[config.mk]
export PLATFORM = sky130hd
export DESIGN_NAME = cls_can_loopback
export DESIGN_NICKNAME = d
export VERILOG_FILES = /design/src/shared/cls_pkg.sv /design/src/design/cls_can_loopback.sv /design/src/design/cls_obj_ctrl.sv
export SDC_FILE = /design/constraint.sdc
export NUM_CORES = 1
export LEC_CHECK = 0
export ABC_AREA = 1
export BUFFER_PORTS_ARGS = -buffer_cell sky130_fd_sc_hd__buf_2
export CORE_MARGIN = 3
export CORE_UTILIZATION = 30
export DETAILED_ROUTE_END_ITERATION = 10
export GPL_TIMING_DRIVEN = 0
export PLACE_DENSITY = 0.56
export SYNTH_ARGS = -nofsm -noshare
export SYNTH_HDL_FRONTEND = slang
export SYNTH_SLANG_ARGS = --single-unit
[constraint.sdc]
create_clock -name clk -period 5.95 [get_ports clk]
set_input_delay 0.8925 -clock clk [delete_from_list [all_inputs] [get_ports clk]]
set_output_delay 0.8925 -clock clk [all_outputs]
set_load 0.02 [all_outputs]
[src/shared/cls_pkg.sv]
package cls_pkg;
	// ---------------------------------------------------------------
	// Register map (byte addresses, one aligned word each)
	// ---------------------------------------------------------------
	localparam int          ADDR_W       = 12;
	localparam logic [11:0] OFF_TIM_A    = 12'h000; // node_a_timing_reg
	localparam logic [11:0] OFF_TIM_B    = 12'h004; // node_b_timing_reg
	localparam logic [11:0] OFF_STAT     = 12'h008; // block status, read only
	localparam logic [11:0] OFF_OBJ_BASE = 12'h100; // object_fifo_gateway_ctrl[n]

	// ---------------------------------------------------------------
	// Field layouts and reset values
	// ---------------------------------------------------------------
	localparam int          TIM_W        = 16;
	localparam logic [15:0] TIM_RST      = 16'h0000;
	localparam int          LB_SEL_BIT   = 8;       // loopback_select_bit
	localparam int          NOBJ         = 32;
	localparam int          OBJ_IW       = 5;
	localparam int          OBJ_VAL_LSB  = 0;       // object_valid_field [1:0]
	localparam int          OBJ_REQ_LSB  = 2;       // transmit_request_flag [3:2]
	localparam int          OBJ_ONCE_BIT = 4;       // single_try_enable
	localparam int          OBJ_W        = 5;
	localparam int          STAT_LB_BIT  = 0;
	localparam int          STAT_RQ_BIT  = 1;
	localparam int          STAT_OBJ_LSB = 8;

	// Two-bit control field codes
	localparam logic [1:0]  FLD_SET      = 2'h2;
	localparam logic [1:0]  FLD_CLR      = 2'h1;

	// AXI responses
	localparam logic [1:0]  RESP_OKAY    = 2'h0;
	localparam logic [1:0]  RESP_SLVERR  = 2'h2;
endpackage : cls_pkg

[src/design/cls_can_loopback.sv]
`timescale 1ns/1ps
// Function
// [RULE1] In loop-back, both transmit pins stay recessive.
// [RULE2] In loop-back, merged node transmits feed both node receive inputs.
// [RULE3] In loop-back, external receive pins are ignored.
// [RULE4] Loop-back is on only when both timing loop-back bits are 1.
// [RULE5] If either loop-back bit is 0, normal pin paths are used.
// [RULE6] Each message object has its own single-try enable bit.
// [RULE7] Single-try objects lose their transmit request when their frame starts.
// [RULE8] Single-try objects are never retransmitted after an error.
// [RULE9] Only objects marked valid are offered for transmission.
// [RULE10] Two-bit fields: 10 sets, 01 resets.
// [RULE11] Merged loop-back level is the wired-AND of both transmit signals.
module cls_can_loopback #(
	parameter int NOBJ = cls_pkg::NOBJ,
	parameter int IW   = cls_pkg::OBJ_IW
) (
	input  wire logic                      clk,
	input  wire logic                      rst_b,
	input  wire logic                      ce,
	input  wire logic [cls_pkg::ADDR_W-1:0] awaddr,
	input  wire logic                      awvalid,
	output logic                           awready,
	input  wire logic [31:0]               wdata,
	input  wire logic [3:0]                wstrb,
	input  wire logic                      wvalid,
	output logic                           wready,
	output logic      [1:0]                bresp,
	output logic                           bvalid,
	input  wire logic                      bready,
	input  wire logic [cls_pkg::ADDR_W-1:0] araddr,
	input  wire logic                      arvalid,
	output logic                           arready,
	output logic      [31:0]               rdata,
	output logic      [1:0]                rresp,
	output logic                           rvalid,
	input  wire logic                      rready,
	input  wire logic                      nodeTxA,
	input  wire logic                      nodeTxB,
	output logic                           nodeRxA,
	output logic                           nodeRxB,
	output logic                           txPinA,
	output logic                           txPinB,
	input  wire logic                      rxPinA,
	input  wire logic                      rxPinB,
	output logic                           txReqValid,
	output logic      [IW-1:0]             txReqObj,
	input  wire logic                      frameStart,
	input  wire logic                      frameDone,
	input  wire logic                      frameError,
	input  wire logic [IW-1:0]             frameObj
);
	// ---------------------------------------------------------------
	// Address decode
	// ---------------------------------------------------------------
	function automatic logic objHit(input logic [cls_pkg::ADDR_W-1:0] a);
		objHit = (a >= cls_pkg::OFF_OBJ_BASE) &&
			(a < cls_pkg::OFF_OBJ_BASE + cls_pkg::ADDR_W'(4 * NOBJ)) && (a[1:0] == 2'h0);
	endfunction : objHit

	function automatic logic [IW-1:0] objIdx(input logic [cls_pkg::ADDR_W-1:0] a);
		logic [cls_pkg::ADDR_W-1:0] off;
		off    = a - cls_pkg::OFF_OBJ_BASE;
		objIdx = off[IW+1:2];
	endfunction : objIdx

	logic [cls_pkg::TIM_W-1:0] timA_q, timB_q;
	logic                      bvalid_q, rvalid_q, rdPend_q;
	logic [1:0]                bresp_q, rresp_q;
	logic [31:0]               rdata_q;
	logic [cls_pkg::ADDR_W-1:0] rdAddr_q;
	logic                      nodeRxA_q, nodeRxB_q, txPinA_q, txPinB_q;
	logic                      wrTake, rdTake, wrTimA, wrTimB, wrObj, wrHit;
	logic [31:0]               statWord, rdWord;
	logic [31:0]               objRd;
	logic [NOBJ-1:0]           validVec, reqVec, onceVec, readyVec;
	logic                      lbActive, lbMerged, hwClr;

	// ---------------------------------------------------------------
	// AXI4-Lite write channel
	// ---------------------------------------------------------------
	// Address and data are taken together; one write outstanding keeps it simple
	assign wrTake  = ce && awvalid && wvalid && !bvalid_q;
	assign awready = wrTake;
	assign wready  = wrTake;
	assign wrTimA  = wrTake && awaddr == cls_pkg::OFF_TIM_A;
	assign wrTimB  = wrTake && awaddr == cls_pkg::OFF_TIM_B;
	assign wrObj   = wrTake && objHit(awaddr) && wstrb[0];
	assign wrHit   = wrTimA || wrTimB || (objHit(awaddr) && wrTake) ||
		awaddr == cls_pkg::OFF_STAT;
	assign bvalid  = bvalid_q;
	assign bresp   = bresp_q;

	always_ff @(posedge clk) begin
		if (!rst_b) begin
			bvalid_q <= 1'b0;
			bresp_q  <= cls_pkg::RESP_OKAY;
		end else if (ce) begin
			if (wrTake) begin
				bvalid_q <= 1'b1;
				bresp_q  <= wrHit ? cls_pkg::RESP_OKAY : cls_pkg::RESP_SLVERR;
			end else if (bready) bvalid_q <= 1'b0;
		end
	end

	// Timing registers honour the two low byte lanes
	always_ff @(posedge clk) begin
		if (!rst_b) begin
			timA_q <= cls_pkg::TIM_RST;
			timB_q <= cls_pkg::TIM_RST;
		end else if (ce) begin
			for (int b = 0; b < 2; b++) begin
				if (wrTimA && wstrb[b]) timA_q[8*b +: 8] <= wdata[8*b +: 8];
				if (wrTimB && wstrb[b]) timB_q[8*b +: 8] <= wdata[8*b +: 8];
			end
		end
	end

	// ---------------------------------------------------------------
	// AXI4-Lite read channel
	// ---------------------------------------------------------------
	// Extra pending stage covers the registered object read port
	assign rdTake  = ce && arvalid && !rvalid_q && !rdPend_q;
	assign arready = rdTake;
	assign statWord = {{(24 - IW){1'b0}}, txReqObj, 6'h0, txReqValid, lbActive};
	assign rdWord = (rdAddr_q == cls_pkg::OFF_TIM_A) ? {16'h0, timA_q} :
		(rdAddr_q == cls_pkg::OFF_TIM_B) ? {16'h0, timB_q} :
		(rdAddr_q == cls_pkg::OFF_STAT)  ? statWord :
		objHit(rdAddr_q) ? objRd : 32'h0;
	assign rvalid = rvalid_q;
	assign rdata  = rdata_q;
	assign rresp  = rresp_q;

	always_ff @(posedge clk) begin
		if (!rst_b) begin
			rdPend_q <= 1'b0;
			rvalid_q <= 1'b0;
			rdAddr_q <= '0;
			rdata_q  <= 32'h0;
			rresp_q  <= cls_pkg::RESP_OKAY;
		end else if (ce) begin
			rdPend_q <= rdTake;
			if (rdTake) rdAddr_q <= araddr;
			if (rdPend_q) begin
				rvalid_q <= 1'b1;
				rdata_q  <= rdWord;
				rresp_q  <= (rdAddr_q == cls_pkg::OFF_TIM_A || rdAddr_q == cls_pkg::OFF_TIM_B ||
					rdAddr_q == cls_pkg::OFF_STAT || objHit(rdAddr_q)) ?
					cls_pkg::RESP_OKAY : cls_pkg::RESP_SLVERR;
			end else if (rready) rvalid_q <= 1'b0;
		end
	end

	// ---------------------------------------------------------------
	// Loop-back path
	// ---------------------------------------------------------------
	assign lbActive = timA_q[cls_pkg::LB_SEL_BIT] && timB_q[cls_pkg::LB_SEL_BIT]; // [RULE4] [RULE5]
	assign lbMerged = nodeTxA & nodeTxB; // Dominant low wins on both sides [RULE11]

	// Pins are retimed so the transceiver never sees a decode glitch
	always_ff @(posedge clk) begin
		if (!rst_b) begin
			txPinA_q  <= 1'b1;
			txPinB_q  <= 1'b1;
			nodeRxA_q <= 1'b1;
			nodeRxB_q <= 1'b1;
		end else if (ce) begin
			txPinA_q  <= lbActive ? 1'b1 : nodeTxA; // [RULE1] [RULE5]
			txPinB_q  <= lbActive ? 1'b1 : nodeTxB; // [RULE1] [RULE5]
			nodeRxA_q <= lbActive ? lbMerged : rxPinA; // [RULE2] [RULE3]
			nodeRxB_q <= lbActive ? lbMerged : rxPinB; // [RULE2] [RULE3]
		end
	end
	assign txPinA  = txPinA_q;
	assign txPinB  = txPinB_q;
	assign nodeRxA = nodeRxA_q;
	assign nodeRxB = nodeRxB_q;

	// ---------------------------------------------------------------
	// Message objects and transmit selection
	// ---------------------------------------------------------------
	// A completed frame retires the request unless software sets it that cycle; an error leaves it
	// standing for retry; a single-try object has already lost it at frame start
	assign hwClr = (frameStart && onceVec[frameObj]) || frameDone; // [RULE7] [RULE8]

	cls_obj_ctrl #(.NOBJ(NOBJ), .IW(IW)) u_cls_obj_ctrl (
		.clk      (clk),
		.rst_b    (rst_b),
		.ce       (ce),
		.swWr     (wrObj),
		.swIdx    (objIdx(awaddr)),
		.swData   (wdata[cls_pkg::OBJ_W-1:0]),
		.hwClr    (hwClr),
		.hwIdx    (frameObj),
		.rdEn     (rdTake),
		.rdIdx    (objIdx(araddr)),
		.rdData_q (objRd),
		.validVec_q (validVec),
		.reqVec_q   (reqVec),
		.onceVec_q  (onceVec)
	);

	// Lowest-numbered valid pending object is offered first
	assign readyVec   = validVec & reqVec; // [RULE9]
	assign txReqValid = |readyVec;
	always_comb begin
		txReqObj = '0;
		for (int i = NOBJ - 1; i >= 0; i--) begin
			if (readyVec[i]) txReqObj = IW'(i);
		end
	end

	// ---------------------------------------------------------------
	// Checks
	// ---------------------------------------------------------------
	AST_LB_TX_RECESSIVE: assert property (@(posedge clk) disable iff (!rst_b) // [RULE1]
		ce && lbActive |=> txPinA && txPinB)
		else $error("transmit pin not recessive in loop-back");
	AST_LB_MERGE: assert property (@(posedge clk) disable iff (!rst_b) // [RULE2]
		ce && lbActive |=> nodeRxA == nodeRxB && nodeRxA == ($past(nodeTxA) & $past(nodeTxB)))
		else $error("loop-back receive not the merged transmit");
	AST_LB_IGNORE_PIN: assert property (@(posedge clk) disable iff (!rst_b) // [RULE3]
		ce && lbActive && nodeTxA && nodeTxB |=> nodeRxA && nodeRxB)
		else $error("external receive level leaked in loop-back");
	AST_LB_BOTH_BITS: assert property (@(posedge clk) disable iff (!rst_b) // [RULE4]
		ce && timA_q[cls_pkg::LB_SEL_BIT] && timB_q[cls_pkg::LB_SEL_BIT]
		|=> txPinA && txPinB && nodeRxB == ($past(nodeTxA) & $past(nodeTxB)))
		else $error("loop-back off although both bits are set");
	AST_LB_OFF_NORMAL: assert property (@(posedge clk) disable iff (!rst_b) // [RULE5]
		ce && !(timA_q[cls_pkg::LB_SEL_BIT] && timB_q[cls_pkg::LB_SEL_BIT])
		|=> txPinA == $past(nodeTxA) && txPinB == $past(nodeTxB) &&
		nodeRxA == $past(rxPinA) && nodeRxB == $past(rxPinB))
		else $error("normal pin path broken");
	AST_ONCE_CLEAR: assert property (@(posedge clk) disable iff (!rst_b) // [RULE7]
		ce && frameStart && onceVec[frameObj] && !wrObj |=> !reqVec[$past(frameObj)])
		else $error("single-try request not cleared at frame start");
	AST_ONCE_NO_RETRY: assert property (@(posedge clk) disable iff (!rst_b) // [RULE8]
		ce && frameStart && onceVec[frameObj] && !wrObj ##1 !wrObj[*2]
		|-> !readyVec[$past(frameObj, 2)])
		else $error("single-try object offered again");
	AST_VALID_ONLY: assert property (@(posedge clk) disable iff (!rst_b) // [RULE9]
		txReqValid |-> validVec[txReqObj] && reqVec[txReqObj])
		else $error("invalid object offered for transmit");
	AST_RETRY_KEEP: assert property (@(posedge clk) disable iff (!rst_b) // [RULE8]
		ce && frameError && !frameDone && !frameStart && reqVec[frameObj] && !wrObj
		|=> reqVec[$past(frameObj)])
		else $error("request dropped on error");
endmodule : cls_can_loopback

[src/design/cls_obj_ctrl.sv]
`timescale 1ns/1ps
// Per-object control flags with a registered read port
module cls_obj_ctrl #(
	parameter int NOBJ = cls_pkg::NOBJ,
	parameter int IW   = cls_pkg::OBJ_IW
) (
	input  wire logic                   clk,
	input  wire logic                   rst_b,
	input  wire logic                   ce,
	input  wire logic                   swWr,
	input  wire logic [IW-1:0]          swIdx,
	input  wire logic [cls_pkg::OBJ_W-1:0] swData,
	input  wire logic                   hwClr,
	input  wire logic [IW-1:0]          hwIdx,
	input  wire logic                   rdEn,
	input  wire logic [IW-1:0]          rdIdx,
	output logic      [31:0]            rdData_q,
	output logic      [NOBJ-1:0]        validVec_q,
	output logic      [NOBJ-1:0]        reqVec_q,
	output logic      [NOBJ-1:0]        onceVec_q
);
	logic [1:0] swVal;
	logic [1:0] swRq;
	logic [31:0] rdData_d;

	// Field decode of the software write
	assign swVal = swData[cls_pkg::OBJ_VAL_LSB +: 2];
	assign swRq  = swData[cls_pkg::OBJ_REQ_LSB +: 2];

	// -----------------------------------------------------------------
	// One flag set per object
	// -----------------------------------------------------------------
	for (genvar i = 0; i < NOBJ; i++) begin : gObj
		wire hit    = swWr && (swIdx == IW'(i));
		wire setRq  = hit && (swRq == cls_pkg::FLD_SET);
		wire clrRq  = (hit && (swRq == cls_pkg::FLD_CLR)) || (hwClr && (hwIdx == IW'(i)));
		// Software set beats a same-cycle hardware clear so a request is never lost
		always_ff @(posedge clk) begin
			if (!rst_b) begin
				validVec_q[i] <= 1'b0;
				reqVec_q[i]   <= 1'b0;
				onceVec_q[i]  <= 1'b0;
			end else if (ce) begin
				if (hit && swVal == cls_pkg::FLD_SET) validVec_q[i] <= 1'b1; // [RULE10]
				else if (hit && swVal == cls_pkg::FLD_CLR) validVec_q[i] <= 1'b0;
				if (setRq) reqVec_q[i] <= 1'b1; // [RULE10]
				else if (clrRq) reqVec_q[i] <= 1'b0;
				if (hit) onceVec_q[i] <= swData[cls_pkg::OBJ_ONCE_BIT]; // [RULE6]
			end
		end
	end

	// Read word shows two-bit fields in their set/reset codes
	assign rdData_d = {27'h0, onceVec_q[rdIdx],
		reqVec_q[rdIdx] ? cls_pkg::FLD_SET : cls_pkg::FLD_CLR,
		validVec_q[rdIdx] ? cls_pkg::FLD_SET : cls_pkg::FLD_CLR};

	always_ff @(posedge clk) begin
		if (!rst_b) rdData_q <= 32'h0;
		else if (ce && rdEn) rdData_q <= rdData_d;
	end

	AST_SET_CODE: assert property (@(posedge clk) disable iff (!rst_b) // [RULE10]
		ce && swWr && swRq == cls_pkg::FLD_SET |=> reqVec_q[$past(swIdx)])
		else $error("transmit request not set by code 10");
endmodule : cls_obj_ctrl

==> flow_summary.toml, run 1 <==
[status]
outcome = "completed"

[critical_path]
end_kind = "output port"
startpoint_type = "register"
reg2reg_slack_ns = 3.23
reg2reg_depth = 12
cp_common_cell = "nand2_1"
max_stage_delay_ns = 0.37
critPathLaunch = "u_cls_obj_ctrl.reqVec_q[31]"
cp.buffers_inverters = 2
worstReg2RegEnd = "u_cls_obj_ctrl.reqVec_q[31]"
crit_path_max_fanout = 3
cp_slowest_cell = "dfxtp_1"
crit_arrival_ns = 3.10
rr_startpoint = "bvalid"
worst-setup-path-type = "register to output port"
required_ns = 5.06
cpLargestDelayFamily = "simple AND/OR/NAND/NOR gates"

[final_layout]
antenna_cells = 0
drive_gt1_share_pct = 10.2
finish.utilization_pct = 36.1
layout.nets = 1553
area_delta_synth_final_pct = 17.7

[placed_design]
hpwl_um = 27800
portBuffers = 90
gp_congestion = 0.991

[drt]
num_vias = 9923
wirelength_um = 36400
wl_per_cell_um = 19.5
route.antenna.remaining_nets = 0
drtPass1Iterations = 6
drc = 0
vias_per_cell = 5.31
drt-initial-drc-count = 946

[timing]
clock_skew_ns = 0.0143
timing.fmax_mhz = 251
period_share_pct = 67.0
fin_crit_ns = 3.99
setup_viol = 0
setup-tns-final_ns = 0
slew_headroom_pct = 30.4
slew_violations = 0
hold_viol_final = 0
rsz0062_at_grt = "no"
worst_pin_slew_ns = 1.04

[cts]
cts_hold_buffers = 0
ctsLongestPathBuffers = 2
root_buffer = "clkbuf_16"
cts_inserted_buffers = 17
cts_setup_buffers = 0
htree_levels = 4
cts_tree = "built"
cts_repair_resize_count = 0
clkSlewWorstSetupHoldPaths_ns = 0.07
cts_sinks = 170
insertion_delay_ns = 0.44

[synth]
yosysTopAreaCell = "dfxtp_1"
synth_common_cells = "nand2_1, o21ai_0, nor2_1, dfxtp_1, a21oi_1"
synth_cell_types = 32
async_reset_ff_share_pct = 0
synth.avg_cell_area_sq_um = 6.58
yosys_warnings = 0
syn_area_sq_um = 8860
synth-seq-area-share_pct = 38.4
ys_seq_elements = 170
synth-edff-count = 0
syn_inst = 1347
synth_area_leaders = "dfxtp_1, o21ai_0, a21oi_1"
synth_top_area_share_pct = 38.4
synth.most_common_cell = "nand2_1"
synth-main-ff-cell = "dfxtp_1"

[global_routing]
grt_max_degree = 17
grt_pass1_wl_um = 54100
grt.total_usage_pct = 22.8
grt-ovfl-total = 0
antenna_found_initial = 1
grt_pass1_vias = 9200

[job]
drv_cap = 0

[floorplan]
dieArea_sq_um = 31600
io_pins = 131
coreArea_sq_um = 28900
initial_core_util_pct = 30.6
die_h_um = 178
num_rows = 62
die_w_um = 178

[pwr]
p_per_area_nw_per_um2 = 246
vdd_drop_max_uv = 185
p_leak_nw = 3.92

[worst_hold_path]
min-delay-start = "timA_q[15]"
hold_path_depth = 2
worst_hold_path_type = "register to register"
worstHoldEndpoint = "timA_q[15]"
## worst max path at each step
stage                        endpoint  cells past startpoint
final                     txReqObj[0]                     33
after global routing      txReqObj[0]                     33
after CTS                 txReqObj[0]                     33
after detailed placement  txReqObj[0]                     33
after global placement    txReqObj[0]                     33
after floorplan           txReqObj[0]                     32
## worst min-delay path, cell delays in order (launching register included)
cell	delay (ns)
dfxtp_1	0.30
inv_1	0.05
a21oi_1	0.05
## power by group
part | switching, mW | total [mW] | internal [mW]
combinational | 0.215 | 0.289 | 0.0744
sequential | 0.00690 | 1.16 | 1.15
clock | 0.520 | 1.12 | 0.601
total | 0.742 | 2.57 | 1.83
## metrics by stage
stage	std cells	instance area (sq um)	hold slack, ns	power, mW	worst slack (ns)
after floorplan	1364	8930	0.425	1.35	2.90
after global placement	1838	9860	0.435	1.47	2.34
after detailed placement	1838	9860	0.442	1.47	2.37
after CTS	1870	10400	0.452	2.56	1.89
after global routing	1870	10400	0.469	2.64	1.58
final	1870	10400	0.449	2.57	1.96
## layout make-up
cell class | count | area, sq um
clock inverter | 13 | 130
clock buffer | 19 | 443
multi-input combinational | 932 | 4470
buffer | 93 | 425
inverter | 169 | 634
sequential | 170 | 3400
fill | 3228 | 18500
timing repair buffer | 90 | 450
tap | 384 | 480
## cells in the final DEF (no fill, tap or decap), types with 3 or more instances in the layout
cell type  instances
nand2_1          206
o21ai_0          189
nor2_1           179
dfxtp_1          170
a21oi_1          166
inv_1            162
buf_2             94
clkbuf_1          65
nand3_1           57
o221ai_1          55
o22ai_1           20
buf_4             19
conb_1            18
clkbuf_16         17
nor3_1             9
buf_1              6
inv_6              6
inv_2              5
o211ai_1           5
a211oi_1           4
nand4_1            4
a31oi_1            3
## kinds of logic (layout without fill, tap and decap cells)
family	count (synthesis)	in the layout	share of synthesized area [%]
DFF	170	170	38.4
and+or+nand+nor	462	462	20.8
AOI/OAI and AO/OA	452	452	28.8
other	1	18	0.0423
buffers and inverters	262	384	12.0
## sequential cells by signal (all words and copies together) (netlist names)
| register | flops |
|---|---|
| rvalid | 1 |
| timB_q | 16 |
| rdAddr_q | 12 |
| nodeRxB | 1 |
| rdPend_q | 1 |
| rresp | 1 |
| u_cls_obj_ctrl.validVec_q | 32 |
| u_cls_obj_ctrl.reqVec_q | 32 |
| rdata | 16 |
| u_cls_obj_ctrl.onceVec_q | 32 |
| nodeRxA | 1 |
| txPinB | 1 |
| timA_q | 16 |
| bresp | 1 |
| u_cls_obj_ctrl.rdData_q | 5 |
| bvalid | 1 |
| txPinA | 1 |
## layer usage
metal | routed length (um) | global-route usage, %
met1 | 16100 | 30.7
met2 | 16100 | 35.9
met3 | 2830 | 3.66
met4 | 1430 | 9.65
met5 | 14 | 0
(Power assumes the default switching activity.)
==> run 2: changes to the inputs <==
--- a/config.mk
+++ b/config.mk
@@ -5,7 +5,7 @@
 export SDC_FILE = /design/constraint.sdc
 export NUM_CORES = 1
 export LEC_CHECK = 0
-export ABC_AREA = 1
+export ABC_AREA = 0
 export BUFFER_PORTS_ARGS = -buffer_cell sky130_fd_sc_hd__buf_2
 export CORE_MARGIN = 3
 export CORE_UTILIZATION = 30
==> constraint.sdc (replaced) <==
create_clock -name clk -period 4 [get_ports clk]
set_input_delay 0.6 -clock clk [delete_from_list [all_inputs] [get_ports clk]]
set_output_delay 0.6 -clock clk [all_outputs]
set_load 0.02 [all_outputs]
==> run 2 against run 1 <==
Utilization shrank 0.12 points. Worst setup slack lost 1.3 ns. Via count down 3.6%. Sequential share of layout area decreased by 1.2 points. Area after synthesis is 4.8% higher. Power up 47%. Critical endpoint is now arready. Clock-buffer cell count fell by 1. Die area rose by 4.6%. Synthesized cell count down 16%. Non-clock buffer count is 3 higher. Highest routed layer is now met4.
==> flow_summary.toml, run 2 <==
[final_layout]
layout.nets = 1336
area_delta_synth_final_pct = 16.5
antenna_cells = 0
nFillCells = 3184
top_regs = "u_cls_obj_ctrl.onceVec_q x32, u_cls_obj_ctrl.reqVec_q x32, u_cls_obj_ctrl.validVec_q x32"
mostFrequentLayoutCell = "nand2_1"
layout_common_cells = "nand2_1, dfxtp_1, a21oi_1, buf_2, nor2_1"
drive_gt1_share_pct = 16.7

[synth]
synth.most_common_cell = "nand2_1"
synth_area_leaders = "dfxtp_1, nand2_1, a21oi_1"
ys_seq_elements = 170
syn_inst = 1137
syn_area_sq_um = 9290
synth_cell_types = 67
yosys_warnings = 0
synth.avg_cell_area_sq_um = 8.17
synth_common_cells = "nand2_1, dfxtp_1, a21oi_1, nor2_1, o21ai_0"
synth-main-ff-cell = "dfxtp_1"
yosysTopAreaCell = "dfxtp_1"
synth-seq-area-share_pct = 36.6
synth-edff-count = 0
async_reset_ff_share_pct = 0
synth_top_area_share_pct = 36.6

[drt]
vias_per_cell = 5.76
wirelength_um = 37200
route.antenna.remaining_nets = 0
num_vias = 9563
drtPass1Iterations = 8
drt-initial-drc-count = 958
wl_per_cell_um = 22.4
drc = 0

[placed_design]
hpwl_um = 28400
portBuffers = 83
place_ws_ns = 0.574
gp_congestion = 1.05

[cts]
clkSlewWorstSetupHoldPaths_ns = 0.07
cts_setup_buffers = 0
cts_tree = "built"
ctsLongestPathBuffers = 2
insertion_delay_ns = 0.45
cts_inserted_buffers = 17
cts_sinks = 170
htree_levels = 4
root_buffer = "clkbuf_16"
cts_hold_buffers = 0
cts_repair_resize_count = 0

[timing]
fin_crit_ns = 3.37
timing.fmax_mhz = 297
period_share_pct = 84.2
setup_viol = 0
slew_headroom_pct = 32.9
finalWorstSetupSlack_ns = 0.634
setup-tns-final_ns = 0
rsz0062_at_grt = "no"
clock_skew_ns = 0.0109
hold_viol_final = 0
slew_violations = 0
worst_pin_slew_ns = 1.01

[floorplan]
initial_core_util_pct = 30.8
num_rows = 63
io_pins = 131
die_w_um = 182
dieArea_sq_um = 33100
die_h_um = 182
coreArea_sq_um = 30100

[status]
outcome = "completed"

[global_routing]
grt-ovfl-total = 0
antenna_found_initial = 0
gr-usage-met3_pct = 5.05
grt.busiest_layer = "met2"
use_met2_pct = 34.9
grt_pass1_wl_um = 55700
grt_max_degree = 17
use_met1_pct = 28.5
grt_pass1_vias = 9055
grt.total_usage_pct = 22.0

[pwr]
p_total_mw = 3.78
p_per_area_nw_per_um2 = 349
p_leak_nw = 3.83
vdd_drop_max_uv = 305

[critical_path]
required_ns = 3.40
worst-setup-path-type = "input pin to output port"
crit_arrival_ns = 2.77
end_kind = "output port"
crit_path_max_fanout = 10
startpoint_type = "input pin"

[job]
drv_cap = 0

[worst_hold_path]
worst_hold_path_type = "input pin to register"
==> run 2: cell count changes in the layout (fill, tap and decap cells not counted), sizes merged, moves of 38 or more <==
cell / change
a21oi: -53
o21ai: -97
inv: -165
mux2i: +38
nor2: -88
o221ai: -55
==> run 2: report_power, final <==
group          leakage [nW]  internal (mW)  switching, mW
sequential             1.37           1.71         0.0120
clock                 0.273          0.870          0.776
combinational          2.19          0.109          0.298
total                  3.83           2.69           1.09
==> run 2: critical path: stages <==
cell and delay, ns:
buf_2 0.12, buf_1 0.48, nand3_1 0.56, clkinv_1 0.36
clkbuf_1 0.39, buf_2 0.25
==> run 2: metal layers <==
metal | routed length [um] | vias up | part of all wire (%)
met5 | 0 | - | 0
met4 | 1720 | 0 | 4.6
met2 | 17000 | 485 | 46
met3 | 3160 | 95 | 8.5
li1 | - | 4398 | -
met1 | 15300 | 4585 | 41
==> run 2: cells by family after synthesis <==
logic type / synth area share, %
compound gates: 26.0
simple gates: 21.6
other cells: 0.0404
buf+inv: 5.51
mux: 10.3
flops: 36.6
==> run 2: metrics by stage <==
step                cells  hold slack [ns]  util [%]  area, sq um
CTS                  1659            0.372      35.9        10800
global placement     1627            0.438      34.1        10300
finish               1659            0.380      35.9        10800
detailed placement   1627            0.445      34.1        10300
floorplan            1154            0.427         -         9350
global route         1659            0.379      35.9        10800
==> run 2: worst paths after layout <==
check	endpoint	cells past startpoint	start	slack, ns
setup / recovery	arready	6	ce	0.63
hold / removal	rdAddr_q[8]	3	araddr[8]	0.38
setup reg to reg	u_cls_obj_ctrl.onceVec_q[5]	8	bvalid	1.37
hold reg to reg	timB_q[0]	2	timB_q[0]	0.45
==> run 2: final cells by class <==
type                            count  area (sq um)  share of cell area [%]
Timing Repair Buffer               83           415                    3.84
Sequential cell                   170          3400                    31.5
Tap cell                          390           488                    4.51
Clock buffer                       18           429                    3.97
Buffer                            103           497                    4.59
Clock inverter                     14           134                    1.24
Inverter                            4          15.0                   0.139
Multi-Input combinational cell    877          5440                    50.3
